## config.mk

```make
export PLATFORM = sky130hd
export DESIGN_NAME = dual_timer_counter_clockout
export DESIGN_NICKNAME = d
export VERILOG_FILES = /design/src/common/timer_pkg.sv /design/src/rtl/timer_rate_gen.sv /design/src/rtl/dual_timer_counter_clockout.sv
export SDC_FILE = /design/constraint.sdc
export NUM_CORES = 1
export LEC_CHECK = 0
export BUFFER_PORTS_ARGS = -buffer_cell sky130_fd_sc_hd__clkbuf_2
export CORE_AREA = 3 3 102 104
export DETAILED_ROUTE_END_ITERATION = 8
export DIE_AREA = 0 0 105 107
export PLACE_DENSITY = 0.63
export SLEW_MARGIN = 20
export SYNTH_ARGS = -nofsm -noshare
export SYNTH_HDL_FRONTEND = slang
export SYNTH_SLANG_ARGS = --single-unit
```

## constraint.sdc

```tcl
create_clock -name clk_sys -period 6 [get_ports clk_sys]
set_clock_uncertainty 0.1 [all_clocks]
set_input_delay 0.6 -clock clk_sys [delete_from_list [all_inputs] [get_ports clk_sys]]
set_output_delay 0.6 -clock clk_sys [all_outputs]
set_load 0.1 [all_outputs]
```

## src/common/timer_pkg.sv

```systemverilog
// Shared constants for the dual timer/counter with clock-out
package timer_pkg;

  // ==========================================================
  // Operating mode encodings of the two mode-select bits
  localparam logic [1:0] MODE_13BIT   = 2'h0;
  localparam logic [1:0] MODE_16BIT   = 2'h1;
  localparam logic [1:0] MODE_RELOAD8 = 2'h2;
  localparam logic [1:0] MODE_SPLIT   = 2'h3;

  // ==========================================================
  // Count layout and reset values
  localparam int         BYTE_W       = 8;
  localparam int         LOW13_BITS   = 5;
  localparam logic [7:0] BYTE_RESET   = 8'h00;
  localparam logic [7:0] BYTE_ONES    = 8'hff;
  localparam logic [4:0] LOW13_ONES   = 5'h1f;
  localparam logic [4:0] LOW13_STEP   = 5'h01;
  localparam logic [7:0] BYTE_STEP    = 8'h01;
  localparam logic [16:0] WORD_STEP   = 17'h0_0001;

  // ==========================================================
  // Timing: slow rate is one count per machine cycle
  localparam int         PRESCALE_DIV = 12;

  // ==========================================================
  // Timer indices
  localparam int         T0           = 0;
  localparam int         T1           = 1;

endpackage

```

## src/rtl/timer_rate_gen.sv

```systemverilog
// Rate cycle generator and count-pin falling edge sampler for one timer
`timescale 1ns/10ps
module timer_rate_gen #(
  parameter int PRESCALE = timer_pkg::PRESCALE_DIV
) (
  // Clock and reset
  input  wire logic clk_sys,
  input  wire logic arst_n,
  input  wire logic clk_en,
  // Configuration
  input  wire logic fast_clock_select,
  input  wire logic counter_select,
  // External count input
  input  wire logic count_pin,
  // Results
  output logic      rate_tick,
  output logic      count_inc
);

  localparam int CW = $clog2(PRESCALE);
  localparam logic [CW-1:0] LAST = CW'(PRESCALE - 1);
  localparam logic [CW-1:0] ZERO = '0;

  // ==========================================================
  // Parameter check
  generate
    if (PRESCALE < 2) begin : g_bad
      $error("PRESCALE must be at least 2");
    end
  endgenerate

  logic [CW-1:0] div_r;
  logic          sample_r;
  logic          event_r;

  // ==========================================================
  // Prescaler
  always_ff @(posedge clk_sys or negedge arst_n) begin
    if (!arst_n) begin
      div_r <= ZERO;
    end else if (clk_en) begin
      if (div_r == LAST) begin
        div_r <= ZERO;
      end else begin
        div_r <= div_r + CW'(1);
      end
    end
  end

  // Fast select gives a rate cycle on every clock
  assign rate_tick = clk_en
    && (fast_clock_select || div_r == LAST); // RULE1 RULE2

  // ==========================================================
  // Pin sampled once per rate cycle; a high then low pair is held
  // until the next rate cycle, where the count is applied
  always_ff @(posedge clk_sys or negedge arst_n) begin
    if (!arst_n) begin
      sample_r <= 1'b0;
      event_r  <= 1'b0;
    end else if (rate_tick) begin
      sample_r <= count_pin; // RULE4
      event_r  <= sample_r && !count_pin; // RULE3 RULE4
    end
  end

  assign count_inc = rate_tick && (!counter_select || event_r); // RULE5

endmodule

```

## src/rtl/dual_timer_counter_clockout.sv

```systemverilog
// Two timer/counter units with split mode and programmable clock-out
//
// Notes on behaviour
// RULE1 - Timer function steps once per 12 system clocks, fast select clear.
// RULE2 - Fast select set makes the timer count on every system clock.
// RULE3 - Counter function counts falling edges on the count pin.
// RULE4 - Count pin sampled once per rate cycle; high then low counts.
// RULE5 - Detected edge shows in the count at end of the next rate cycle.
// RULE6 - Mode 0 is a 13-bit counter; rollover sets the overflow flag.
// RULE7 - Counting needs run bit and either gating off or gating pin high.
// RULE8 - Mode 1 counts all 16 bits; rollover sets the overflow flag.
// RULE9 - Mode 2 low byte counts, overflow sets flag and reloads from high.
// RULE10 - Timer 1 in mode 3 stops and holds its count.
// RULE11 - Timer 0 mode 3 low byte is an 8-bit counter with timer 0 controls.
// RULE12 - Timer 0 mode 3 high byte times only, uses timer 1 run and flag.
// RULE13 - Clock-out mode: 8-bit reload, pin toggles on every overflow.
// RULE14 - Clock-out frequency is clock over n times (256 minus reload).
// RULE15 - Clock-out overflow sets the flag but raises no interrupt request.
// RULE16 - Timer 1 overflow serves baud rate and clock-out at once.
// RULE17 - Software sets up clock-out, loads both bytes, then sets run.
// RULE18 - Mode bits: 00 13-bit, 01 16-bit, 10 reload, 11 split/stop.
// RULE19 - Flag cleared on interrupt vectoring; software may set or clear it.
// RULE20 - Mode 0 uses high byte above the low five bits of low byte.
`timescale 1ns/10ps
module dual_timer_counter_clockout #(
  parameter int PRESCALE = timer_pkg::PRESCALE_DIV
) (
  // Clock, reset and enable
  input  wire logic       clk_sys,
  input  wire logic       arst_n,
  input  wire logic       clk_en,
  // Mode control, index 0 is timer 0
  input  wire logic [1:0] gate_enable,
  input  wire logic [1:0] counter_select,
  input  wire logic [1:0] mode_select_high,
  input  wire logic [1:0] mode_select_low,
  input  wire logic [1:0] run_control,
  // Clock source and clock-out control
  input  wire logic       timer0_fast_clock_select,
  input  wire logic       timer1_fast_clock_select,
  input  wire logic       timer0_clockout_enable,
  input  wire logic       timer1_clockout_enable,
  // External pins
  input  wire logic [1:0] count_pin,
  input  wire logic [1:0] gating_interrupt_pin,
  // Software writes of count bytes
  input  wire logic [7:0] wr_data,
  input  wire logic [1:0] count_low_byte_wr,
  input  wire logic [1:0] count_high_byte_reload_wr,
  // Software flag access and interrupt vectoring
  input  wire logic [1:0] flag_wr,
  input  wire logic [1:0] flag_wr_value,
  input  wire logic [1:0] vector_ack,
  // Count state
  output logic      [7:0] timer0_low_byte,
  output logic      [7:0] timer0_high_byte,
  output logic      [7:0] timer1_low_byte,
  output logic      [7:0] timer1_high_byte,
  // Flags and requests
  output logic      [1:0] overflow_flag,
  output logic      [1:0] timer_irq,
  output logic            timer1_overflow_pulse,
  // Clock-out pins
  output logic            timer0_clockout_pin,
  output logic            timer1_clockout_pin
);

  localparam int T0 = timer_pkg::T0;
  localparam int T1 = timer_pkg::T1;

  // ==========================================================
  // Parameter check
  generate
    if (PRESCALE < 2) begin : g_bad
      $error("PRESCALE must be at least 2");
    end
  endgenerate

  // ==========================================================
  // One count step: returns {overflow, high, low}
  function automatic logic [16:0] count_step(
    input logic [1:0] mode,
    input logic [7:0] hi,
    input logic [7:0] lo
  );
    logic       ovf;
    logic [7:0] nhi;
    logic [7:0] nlo;
    begin
      ovf = 1'b0;
      nhi = hi;
      nlo = lo;
      case (mode)
        timer_pkg::MODE_13BIT: begin
          // Upper three low-byte bits are left alone
          nlo[4:0] = lo[4:0] + timer_pkg::LOW13_STEP; // RULE20
          if (lo[4:0] == timer_pkg::LOW13_ONES) begin
            nhi = hi + timer_pkg::BYTE_STEP;
            ovf = (hi == timer_pkg::BYTE_ONES); // RULE6
          end
        end
        timer_pkg::MODE_16BIT: begin
          {ovf, nhi, nlo} = {1'b0, hi, lo} + timer_pkg::WORD_STEP; // RULE8
        end
        timer_pkg::MODE_RELOAD8: begin
          if (lo == timer_pkg::BYTE_ONES) begin
            nlo = hi; // RULE9
            ovf = 1'b1;
          end else begin
            nlo = lo + timer_pkg::BYTE_STEP;
          end
        end
        default: begin
          // Split low byte: free 8-bit wrap
          nlo = lo + timer_pkg::BYTE_STEP; // RULE11
          ovf = (lo == timer_pkg::BYTE_ONES);
        end
      endcase
      count_step = {ovf, nhi, nlo};
    end
  endfunction

  // ==========================================================
  // Rate cycles and count events
  logic [1:0] rate_tick;
  logic [1:0] count_inc;

  timer_rate_gen #(
    .PRESCALE          (PRESCALE)
  ) u_rate0 (
    .clk_sys           (clk_sys),
    .arst_n            (arst_n),
    .clk_en            (clk_en),
    .fast_clock_select (timer0_fast_clock_select),
    .counter_select    (counter_select[T0]),
    .count_pin         (count_pin[T0]),
    .rate_tick         (rate_tick[T0]),
    .count_inc         (count_inc[T0])
  );

  timer_rate_gen #(
    .PRESCALE          (PRESCALE)
  ) u_rate1 (
    .clk_sys           (clk_sys),
    .arst_n            (arst_n),
    .clk_en            (clk_en),
    .fast_clock_select (timer1_fast_clock_select),
    .counter_select    (counter_select[T1]),
    .count_pin         (count_pin[T1]),
    .rate_tick         (rate_tick[T1]),
    .count_inc         (count_inc[T1])
  );

  // ==========================================================
  // Mode decode
  logic [1:0] mode_sel [2];
  logic [1:0] mode_eff [2];
  logic [1:0] clockout_on;
  logic [1:0] gate_open;
  logic       split0;

  always_comb begin
    for (int i = 0; i < 2; i++) begin
      mode_sel[i] = {mode_select_high[i], mode_select_low[i]}; // RULE18
    end
  end

  // Clock-out needs the timer function
  assign clockout_on[T0] = timer0_clockout_enable && !counter_select[T0];
  assign clockout_on[T1] = timer1_clockout_enable && !counter_select[T1];

  // Clock-out overrides the mode bits with 8-bit auto-reload
  always_comb begin
    for (int i = 0; i < 2; i++) begin
      mode_eff[i] = clockout_on[i] ? timer_pkg::MODE_RELOAD8 // RULE13
                                   : mode_sel[i];
    end
  end

  assign split0 = (mode_eff[T0] == timer_pkg::MODE_SPLIT);

  always_comb begin
    for (int i = 0; i < 2; i++) begin
      gate_open[i] = run_control[i]
                     && (!gate_enable[i] || gating_interrupt_pin[i]); // RULE7
    end
  end

  // ==========================================================
  // Count enables
  logic t0_low_en;
  logic t0_high_en;
  logic t1_en;
  logic t1_holds;

  assign t0_low_en  = gate_open[T0] && count_inc[T0]; // RULE7 RULE11
  // Split high byte sees only internal rate cycles
  assign t0_high_en = split0 && run_control[T1] && rate_tick[T0]; // RULE12
  assign t1_holds   = (mode_eff[T1] == timer_pkg::MODE_SPLIT); // RULE10
  // While timer 0 owns the run bit, timer 1 runs on with no flag
  assign t1_en      = !t1_holds && count_inc[T1]
                      && (split0 || gate_open[T1]);

  // ==========================================================
  // Next counts
  logic [7:0]  low_r  [2];
  logic [7:0]  high_r [2];
  logic [16:0] step0;
  logic [16:0] step1;
  logic [7:0]  high0_inc;
  logic        ovf0;
  logic        ovf0_high;
  logic        ovf1;

  assign step0     = count_step(mode_eff[T0], high_r[T0], low_r[T0]);
  assign step1     = count_step(mode_eff[T1], high_r[T1], low_r[T1]);
  assign high0_inc = high_r[T0] + timer_pkg::BYTE_STEP;
  assign ovf0      = t0_low_en && step0[16];
  assign ovf0_high = t0_high_en && (high_r[T0] == timer_pkg::BYTE_ONES);
  assign ovf1      = t1_en && step1[16];

  // ==========================================================
  // Timer 0 low byte; a software write wins over a count
  always_ff @(posedge clk_sys or negedge arst_n) begin
    if (!arst_n) begin
      low_r[T0] <= timer_pkg::BYTE_RESET;
    end else if (clk_en) begin
      if (count_low_byte_wr[T0]) begin
        low_r[T0] <= wr_data;
      end else if (t0_low_en) begin
        low_r[T0] <= step0[7:0];
      end
    end
  end

  // ==========================================================
  // Timer 0 high byte
  always_ff @(posedge clk_sys or negedge arst_n) begin
    if (!arst_n) begin
      high_r[T0] <= timer_pkg::BYTE_RESET;
    end else if (clk_en) begin
      if (count_high_byte_reload_wr[T0]) begin
        high_r[T0] <= wr_data;
      end else if (t0_high_en) begin
        high_r[T0] <= high0_inc; // RULE12
      end else if (t0_low_en && !split0) begin
        high_r[T0] <= step0[15:8];
      end
    end
  end

  // ==========================================================
  // Timer 1 bytes
  always_ff @(posedge clk_sys or negedge arst_n) begin
    if (!arst_n) begin
      low_r[T1] <= timer_pkg::BYTE_RESET;
    end else if (clk_en) begin
      if (count_low_byte_wr[T1]) begin
        low_r[T1] <= wr_data;
      end else if (t1_en) begin
        low_r[T1] <= step1[7:0];
      end
    end
  end

  always_ff @(posedge clk_sys or negedge arst_n) begin
    if (!arst_n) begin
      high_r[T1] <= timer_pkg::BYTE_RESET;
    end else if (clk_en) begin
      if (count_high_byte_reload_wr[T1]) begin
        high_r[T1] <= wr_data;
      end else if (t1_en) begin
        high_r[T1] <= step1[15:8];
      end
    end
  end

  assign timer0_low_byte  = low_r[T0];
  assign timer0_high_byte = high_r[T0];
  assign timer1_low_byte  = low_r[T1];
  assign timer1_high_byte = high_r[T1];

  // ==========================================================
  // Overflow flags: a hardware set beats a clear in the same cycle
  logic [1:0] flag_set;
  logic [1:0] flag_r;

  assign flag_set[T0] = ovf0; // RULE6 RULE8 RULE9
  // Timer 1 flag belongs to the split high byte in timer 0 mode 3
  assign flag_set[T1] = split0 ? ovf0_high : ovf1; // RULE12

  always_ff @(posedge clk_sys or negedge arst_n) begin
    if (!arst_n) begin
      flag_r <= 2'h0;
    end else if (clk_en) begin
      for (int i = 0; i < 2; i++) begin
        if (flag_set[i]) begin
          flag_r[i] <= 1'b1;
        end else if (flag_wr[i]) begin
          flag_r[i] <= flag_wr_value[i]; // RULE19
        end else if (vector_ack[i]) begin
          flag_r[i] <= 1'b0; // RULE19
        end
      end
    end
  end

  assign overflow_flag = flag_r;

  // ==========================================================
  // Interrupt requests follow the flags except in clock-out mode
  logic [1:0] irq_mask;
  logic [1:0] irq_r;

  assign irq_mask[T0] = clockout_on[T0]; // RULE15
  assign irq_mask[T1] = clockout_on[T1] && !split0; // RULE15

  always_ff @(posedge clk_sys or negedge arst_n) begin
    if (!arst_n) begin
      irq_r <= 2'h0;
    end else if (clk_en) begin
      for (int i = 0; i < 2; i++) begin
        irq_r[i] <= (flag_r[i] || flag_set[i]) && !irq_mask[i]
                    && !vector_ack[i];
      end
    end
  end

  assign timer_irq = irq_r;

  // ==========================================================
  // Timer 1 overflow for the baud-rate user, kept even in clock-out
  logic ovf1_pulse_r;

  always_ff @(posedge clk_sys or negedge arst_n) begin
    if (!arst_n) begin
      ovf1_pulse_r <= 1'b0;
    end else begin
      ovf1_pulse_r <= clk_en && ovf1; // RULE16
    end
  end

  assign timer1_overflow_pulse = ovf1_pulse_r;

  // ==========================================================
  // Clock-out: one toggle per overflow gives 50% duty at
  // clock / (2 * rate * (256 - reload)), so n is 24 or 2
  logic [1:0] cko_r;
  logic [1:0] cko_ovf;

  assign cko_ovf[T0] = ovf0;
  assign cko_ovf[T1] = ovf1;

  always_ff @(posedge clk_sys or negedge arst_n) begin
    if (!arst_n) begin
      cko_r <= 2'h0;
    end else if (clk_en) begin
      for (int i = 0; i < 2; i++) begin
        if (!clockout_on[i]) begin
          cko_r[i] <= 1'b0;
        end else if (cko_ovf[i]) begin
          cko_r[i] <= !cko_r[i]; // RULE13 RULE14 RULE16
        end
      end
    end
  end

  assign timer0_clockout_pin = cko_r[T0];
  assign timer1_clockout_pin = cko_r[T1];

endmodule

```

== Word level (Yosys, flattened, before mapping) ==
Cells that the tools add are included.
Widths: inputs -> output; s select.
Storage, ports and cells
  register bits: 51
  input port bits: 39
  output and inout port bits: 39
  word-level logic and storage cells: 156
Cells by class
  $add $sub $neg: 10
  eq/ne operators: 20
  muxes and demuxes: 40
  reductions and logical operators: 68
Operator list (count)
  $mux 8: 13
  $add 16x1->17 const B: 2
  $add 8x1->8 const B: 4
  $eq 8x8->1 const B: 4
  $pmux 8 s2: 2
  $pmux 5 s3: 2
  $logic_and 1x1->1: 25
  $pmux 3 s3: 2
  $mux 1: 15
  $logic_not 1->1: 14
  $reduce_and 2->1: 6
  $reduce_bool 3->1: 4
  $add 5x1->5 const B: 2
  $eq 5x5->1 const B: 2
  $logic_or 1x1->1: 9
  $add 4x1->4 const B: 2
  $eq 2x2->1 const B: 4
  $eq 4x4->1 const B: 2
  $mux 4: 2
  $reduce_and 4->1: 2
  $pmux 1 s3: 2
  $reduce_and 3->1: 2
  $reduce_bool 2->1: 3
  $eq 2x1->1 const B: 2
  7 further kinds: 11

== Logic depth before layout (Yosys ltp) ==
Gate-level depths: netlist of run 1.
  depth after elaboration: 12
  gate-level depth with buffers: 11
  mapped depth without buffers: 9

== By module ==
A second synthesis of run 1 with hierarchy kept.
Second synthesis, totals
  cells, all modules: 440
  area, all modules: 3797.4 µm²
By module, submodules not included
  dual_timer_counter_clockout: instances 1, cells an instance 384, area an instance 3161.8 µm², sequential area each 975.9 µm²
  timer_rate_gen: instances 2, cells an instance 28, area an instance 317.8 µm², sequential area each 150.1 µm²

== Worst setup path before layout of run 1 ==
OpenSTA, ideal clock, no wires.
  kind: flip-flop to flip-flop
  start point: reg low_r, in the netlist timer0_low_byte[0]
  end point: reg high_r, in the netlist timer0_high_byte[4]
  arrival: 2.895 ns
  data required time: 5.779 ns
  slack: 2.883 ns
  stages on the path, launching flop included: 11
  path buffers: 1
  path through: dfrtp_1 ha_1 nand3_1 inv_1 ha_1 inv_1 a2111oi_0 a221oi_1 or2_0 clkbuf_2 o22a_1
On the way
  word-level cells in the longest chain between the ends: 5
Ends and longest elaborated chain
  from (decl): line dual_timer_counter_clockout.sv:206  | logic [7:0] low_r [2];
  from (signal, indexed assignment): line dual_timer_counter_clockout.sv:226  | low_r[T0] <= timer_pkg::BYTE_RESET;
  from (signal, indexed assignment): line dual_timer_counter_clockout.sv:229  | low_r[T0] <= wr_data;
  from (signal, indexed assignment): line dual_timer_counter_clockout.sv:231  | low_r[T0] <= step0[7:0];
  $add 16x1->17: line dual_timer_counter_clockout.sv:103  | {ovf, nhi, nlo} = {1'b0, hi, lo} + timer_pkg::WORD_STEP;
  $pmux 8 s2: line dual_timer_counter_clockout.sv:93  | case (mode)
  $mux 8: line dual_timer_counter_clockout.sv:246  | end else if (t0_low_en && !split0) begin
  $mux 8: line dual_timer_counter_clockout.sv:244  | end else if (t0_high_en) begin
  $mux 8: line dual_timer_counter_clockout.sv:242  | if (count_high_byte_reload_wr[T0]) begin
  to (signal, indexed assignment): line dual_timer_counter_clockout.sv:243  | high_r[T0] <= wr_data;
  to (signal, indexed assignment): line dual_timer_counter_clockout.sv:245  | high_r[T0] <= high0_inc;
  to (signal, indexed assignment): line dual_timer_counter_clockout.sv:247  | high_r[T0] <= step0[15:8];
  to (decl): line dual_timer_counter_clockout.sv:207  | logic [7:0] high_r [2];
Parallel ways exist; a longest one is shown, timed or not. The select of a mux whose other input is x is not followed.
A chain may end at the register's enable or synchronous reset.

== Final worst setup path of run 1 ==
  start point: reg low_r, in the netlist timer0_low_byte[0]
  end point: reg high_r, in the netlist timer0_high_byte[5]
The elaborated chain is that of the path after synthesis.

==> flow_metrics.py, run 1 <==
metrics = {
    "timing": {
        "fin_crit_sh_pct": 50.4,
        "worst_pin_slew_ns": 0.954,
        "post-route-min-period_ns": 3.02,
        "maxSlewHeadroom_pct": 36.4,
        "hold_viol": 0,
        "slew_violations": 0,
        "fmax_mhz": 331,
        "rsz0062_at_grt": "false",
        "setup_tns_ns": 0,
        "timing.hold.ws_ns": 0.309,
        "setup_viol": 0,
    },
    "logic_synthesis": {
        "synthXorXnorAreaFrac_pct": 1.16,
        "synth_adder_area_share_pct": 6.27,
        "synthMuxAreaShare_pct": 2.31,
        "yosysSeqAreaShare_pct": 33.7,
        "yosys.area.top_type_share_pct": 33.7,
        "synth-seq-cells": 51,
        "synth.cell_area_um2": 3790,
        "synthArstFlopShare_pct": 100,
        "synth_cell_type_count": 66,
        "synth_top_family_by_area": "compound AO/OA/AOI/OAI gates",
        "synth_area_leader_cell": "dfrtp_1",
        "syn_inst": 442,
        "yosys-top-cells-area": "dfrtp_1, ha_1, nand2_1",
        "synthSimpleGateAreaFrac_pct": 23.7,
        "yosys_warnings": 0,
        "ys.flop_type": "dfrtp_1",
        "synth-edff-count": 0,
        "synth_compound_area_share_pct": 28.4,
        "synth_fp_nets": 500,
        "avgSynthCellArea_um2": 8.57,
    },
    "worst_setup_path": {
        "rr_worst_depth": 9,
        "worstSetupPathType": "reg2reg",
        "reg2reg_from": "timer0_low_byte[0]$_DFFE_PN0P_",
        "reg2reg_to": "timer0_high_byte[5]$_DFFE_PN0P_",
        "crit_required_ns": 6.09,
        "path_max_fanout": 9,
        "startpoint": "timer0_low_byte[0]$_DFFE_PN0P_",
        "worstSetupEndpointType": "register",
        "startpoint_type": "register",
        "crit_end": "timer0_high_byte[5]$_DFFE_PN0P_",
        "r2r_slack_ns": 2.98,
        "arrival_ns": 3.11,
    },
    "floorplan": {
        "core_area_um2": 9640,
        "fp.dieW_um": 105,
        "dieArea_um2": 11200,
        "start_util_pct": 39.3,
        "die_y_um": 107,
        "num_rows": 36,
        "io_pins": 78,
    },
    "route": {
        "num_vias": 3813,
        "avgRoutedWirePerCell_um": 17.1,
        "totalWireLength_um": 11100,
        "ant_nets": 0,
        "drtIter0Drc": 184,
        "drc_errors": 0,
        "dr.pass1.iters": 5,
        "vias_per_cell": 5.89,
    },
    "worst_hold_path": {
        "min_path_type": "in2async",
    },
    "grt": {
        "grt_pass1_vias": 3542,
        "grt_first_pass_wirelength_um": 17600,
        "grt_usage_pct": 19.1,
        "antenna_found_initial": 0,
        "grt_max_degree": 52,
        "grt-ovfl-total": 0,
    },
    "placement": {
        "port_buffers": 77,
        "placed_area_um2": 4280,
        "hpwl_um": 8310,
        "place_congestion": 0.851,
    },
    "clock_tree": {
        "cts_tree": "done",
        "clk-insertion-delay-late_ns": 0.31,
        "cts.sinks": 51,
        "ctsLongestPathBuffers": 2,
        "clk_pin_slew_ns": 0.10,
        "ctsRootBufferMaster": "clkbuf_8",
        "cts_hold_buf": 0,
        "ctsResizeCount": 0,
        "cts-buffers-inserted": 5,
        "postCtsSetupBuffers": 0,
        "htreeDepth": 2,
    },
    "pwr": {
        "swShare_pct": 53.3,
        "power.density_nw_per_um2": 367,
        "power_frac_seq_pct": 34.9,
        "p_sw_uw": 861,
        "p_leak_nw": 1.98,
        "p_comb_share_pct": 48.9,
        "max-vdd-ir-drop_v": 0.000230,
        "pwr-share-clk_pct": 16.3,
        "p_int_uw": 754,
    },
    "cells_and_area": {
        "n_fill_cell": 994,
        "layout-drive-gt1-share_pct": 20.4,
        "layout_commonest_cell": "clkbuf_2",
        "fin_area_um2": 4400,
        "syn_to_final_growth_pct": 16.1,
        "most-common-layout-cells": "clkbuf_2, dfrtp_1, nand2_1",
        "antenna_cells": 0,
        "layout.nets": 571,
    },
    "run_status": {
        "status": "finished, final reports clean",
    },
    "flow_run": {
        "drv_cap": 0,
    },
}
-- area by class of cell --
type	count	area [um2]	share of cell area, %
clock buffer	6	82.6	1.88
tap	133	166	3.78
clock inverter	2	35.0	0.796
multi-input combinational	349	2340	53.2
timing repair buffer	78	393	8.93
sequential	51	1280	29.0
inverter	28	105	2.39
-- cell usage after synthesis (all sizes together), types with 4 or more instances --
cell type / count
nand4: 10
a21oi: 20
o21ai: 34
nor3b: 4
and4: 7
nor3: 4
ha: 19
a31oi: 6
nor2b: 17
mux2: 6
inv: 28
a22o: 6
clkbuf: 12
o32ai: 5
nand2b: 11
and3: 5
nand3: 19
nor2: 15
nand2: 48
o31ai: 14
dfrtp: 51
a22oi: 10
a211oi: 8
a21o: 4
a221oi: 14
or3: 7
-- flip-flops by register name (all words and copies together), names as in the netlist --
signal,cells
u_rate0.event_r,1
u_rate1.div_r,4
overflow_flag,2
timer0_low_byte,8
u_rate1.event_r,1
timer1_high_byte,8
cko_r,2
timer0_high_byte,8
timer1_low_byte,8
u_rate0.sample_r,1
timer_irq,2
u_rate0.div_r,4
timer1_overflow_pulse,1
u_rate1.sample_r,1
-- logic make-up (layout without fill, tap and decap cells) --
kind of cell    count (synthesis)  count (layout)
fa+ha+maj                      19              19
xor+xnor                        5               5
flops                          51              51
simple gates                  164             164
mux                             8               8
compound gates                153             153
buf+inv                        42             114
-- critical path: stages, from the launching register on --
cell       delay, ns
dfrtp_1         0.46
ha_1            0.25
nand3_1         0.13
inv_1           0.10
ha_1            0.22
inv_1           0.06
a2111oi_0       0.08
a221oi_1        0.82
or2_0           0.50
o221ai_1        0.19
-- power by group through the flow --
stage | Combinational [mW] | Clock, mW | Sequential, mW
detailed placement | 0.791 | 0 | 0.567
CTS | 0.791 | 0.269 | 0.560
floorplan | 0.276 | 0 | 0.906
global placement | 0.779 | 0 | 0.562
global route | 0.837 | 0.278 | 0.581
finish | 0.789 | 0.263 | 0.563
-- per-layer routing --
metal	track usage [%]	up-vias	part of all wire, %
met1	24.4	1882	44
met3	2.71	7	4.4
met5	0	-	0
met4	3.56	0	0.84
met2	34.6	99	51
li1	-	1825	-
-- metrics by stage --
| stage | power, mW | instances | util [%] | setup WS, ns |
|---|---|---|---|---|
| after floorplan | 1.18 | 442 | - | 2.88 |
| after global placement | 1.34 | 639 | 44.4 | 2.85 |
| after detailed placement | 1.36 | 639 | 44.4 | 2.70 |
| after CTS | 1.62 | 647 | 45.7 | 3.00 |
| after global routing | 1.70 | 647 | 45.7 | 2.76 |
| final | 1.62 | 647 | 45.7 | 2.98 |
-- worst min-delay path by stage --
stage	end	slack, ns	cells after the start
5_1_grt	timer1_low_byte[3]$_DFFE_PN0P_	0.37	2
3_5_place_dp	u_rate0.sample_r$_DFFE_PN0N_	0.37	2
4_1_cts	timer1_low_byte[6]$_DFFE_PN0P_	0.34	2
6_report	timer1_low_byte[3]$_DFFE_PN0P_	0.31	2
3_3_place_gp	u_rate1.sample_r$_DFFE_PN0N_	0.36	2
2_1_floorplan	cko_r[0]$_DFFE_PN0P_	0.20	0
Note: power is estimated with default switching activity, not from simulation.
==> run 2: changes to the inputs <==
PLACE_DENSITY = 0.65   (was 0.63)
clock period = 2.7 ns   (was 6 ns; I/O delays follow)
==> flow_metrics.py, run 2 (synthesis results as in run 1) <==
metrics = {
    "route": {
        "drc_errors": 0,
        "dr.pass1.iters": 5,
        "drtIter0Drc": 161,
        "vias_per_cell": 5.78,
        "ant_nets": 0,
        "num_vias": 3799,
        "totalWireLength_um": 11000,
        "avgRoutedWirePerCell_um": 16.8,
    },
    "grt": {
        "antenna_found_initial": 0,
        "grt-ovfl-total": 0,
        "grt_usage_pct": 19.2,
        "grt_first_pass_wirelength_um": 17900,
        "grt_max_degree": 30,
        "grt_pass1_vias": 3643,
    },
    "timing": {
        "setup_tns_ns": 0,
        "rsz0062_at_grt": "false",
        "post-route-min-period_ns": 2.45,
        "setup_ws_ns": 0.247,
        "fmax_mhz": 408,
        "setup_viol": 0,
        "maxSlewHeadroom_pct": 56.6,
        "fin_crit_sh_pct": 90.8,
        "worst_pin_slew_ns": 0.651,
        "slew_violations": 0,
        "hold_viol": 0,
    },
    "clock_tree": {
        "clk-insertion-delay-late_ns": 0.31,
        "cts-buffers-inserted": 5,
        "cts.sinks": 51,
        "htreeDepth": 2,
        "clk_pin_slew_ns": 0.10,
        "ctsLongestPathBuffers": 2,
        "cts_tree": "done",
        "ctsRootBufferMaster": "clkbuf_8",
    },
    "worst_hold_path": {
        "min_path_type": "in2reg",
    },
    "cells_and_area": {
        "most-common-layout-cells": "clkbuf_2, nand2_1, dfrtp_1",
        "layout.nets": 581,
        "layout_commonest_cell": "clkbuf_2",
        "antenna_cells": 0,
        "syn_to_final_growth_pct": 18.9,
        "layout-drive-gt1-share_pct": 23.9,
        "finalNonFillerCells": 657,
    },
    "pwr": {
        "p_leak_nw": 2.01,
        "max-vdd-ir-drop_v": 0.000639,
        "power.density_nw_per_um2": 787,
    },
    "placement": {
        "port_buffers": 77,
        "hpwl_um": 8550,
        "place_congestion": 0.852,
        "placed_cells": 648,
        "post-place-ws_ns": 0.127,
    },
    "worst_setup_path": {
        "worstSetupPathType": "reg2reg",
        "startpoint_type": "register",
        "cp_slowest_cell": "dfrtp_4",
        "crit_required_ns": 2.82,
        "path_max_fanout": 8,
        "path_cells": "ha_1, nand3_1, inv_1, ha_1, inv_1, a2111oi_2, a221oi_2, or2_1, a22oi_1",
        "arrival_ns": 2.57,
        "critPathMaxStageDelay_ns": 0.46,
        "worstSetupEndpointType": "register",
    },
    "floorplan": {
        "die_y_um": 107,
        "num_rows": 36,
        "core_area_um2": 9640,
        "start_util_pct": 39.3,
        "dieArea_um2": 11200,
        "io_pins": 78,
        "fp.dieW_um": 105,
    },
    "flow_run": {
        "drv_cap": 0,
    },
    "run_status": {
        "status": "finished, final reports clean",
    },
}
run 2: cell count changes in the layout (fill, tap and decap cells not counted), sizes merged:
cell         before  now
buf               1   10
bufinv            1    0
clkbuf           83   84
clkinv            1    0
clkinvlp          0    1
dlygate4sd3       0    1
run 2: critical path: cells and delay by family, from the launching register on:
| kind | cells | cell delay [ns] |
|---|---|---|
| DFF | 1 | 0.46 |
| and+or+nand+nor | 2 | 0.50 |
| adders and majority gates | 2 | 0.37 |
| AOI/OAI and AO/OA | 3 | 0.75 |
| buffers and inverters | 2 | 0.18 |
run 2: power by group:
group	internal, mW	total [mW]	switching, mW
combinational	0.444	1.77	1.33
sequential	0.957	1.26	0.303
clock	0.234	0.513	0.278
total	1.64	3.54	1.91
run 2: through the flow:
stage	power [mW]	utilization, %	hold WS (ns)	cell area, um2
2_1_floorplan	2.64	-	-0.126	3810
3_3_place_gp	3.01	45.5	0.226	4390
3_5_place_dp	3.04	45.5	0.232	4390
4_1_cts	3.56	46.7	0.0566	4500
5_1_grt	3.74	46.8	0.0817	4510
6_report	3.54	46.8	0.0597	4510
run 2: final timing paths:
path                                                start                               to  slack, ns  cells past startpoint
max in group asynchronous                          arst_n     u_rate1.div_r[3]$_DFFE_PN0P_       1.50                      3
min                                          count_pin[0]     u_rate0.sample_r$_DFFE_PN0N_       0.06                      3
max reg2reg                timer0_low_byte[0]$_DFFE_PN0P_  timer0_high_byte[1]$_DFFE_PN0P_       0.25                      9
min in group asynchronous                          arst_n   timer1_low_byte[0]$_DFFE_PN0P_       0.41                      2
min reg2reg                  u_rate0.sample_r$_DFFE_PN0N_     u_rate0.sample_r$_DFFE_PN0N_       0.39                      2
max                        timer0_low_byte[0]$_DFFE_PN0P_  timer0_high_byte[1]$_DFFE_PN0P_       0.25                      9
run 2: final cells by class:
class / count / area, um2
Timing Repair Buffer: 88 / 483
Multi-Input combinational cell: 349 / 2360
Clock inverter: 1 / 7.51
Sequential cell: 51 / 1290
Tap cell: 133 / 166
Fill cell: 980 / 5130
Inverter: 28 / 105
Clock buffer: 7 / 96.3
run 2: layer usage:
metal	routed length [um]	global-route usage, %	part of all wire [%]
met2	5420	33.3	49
met1	4860	25.1	44
met3	593	2.95	5.4
met5	0	0	0
met4	172	4.69	1.6
run 2: timing repair:
item | CTS | global route
hold endpoints to repair | 22 | 0
hold buffers | 1 | 0
gates resized for setup | 0 | 2
endpoints found under the setup margin | 0 | 7
buffers inserted | 0 | 0
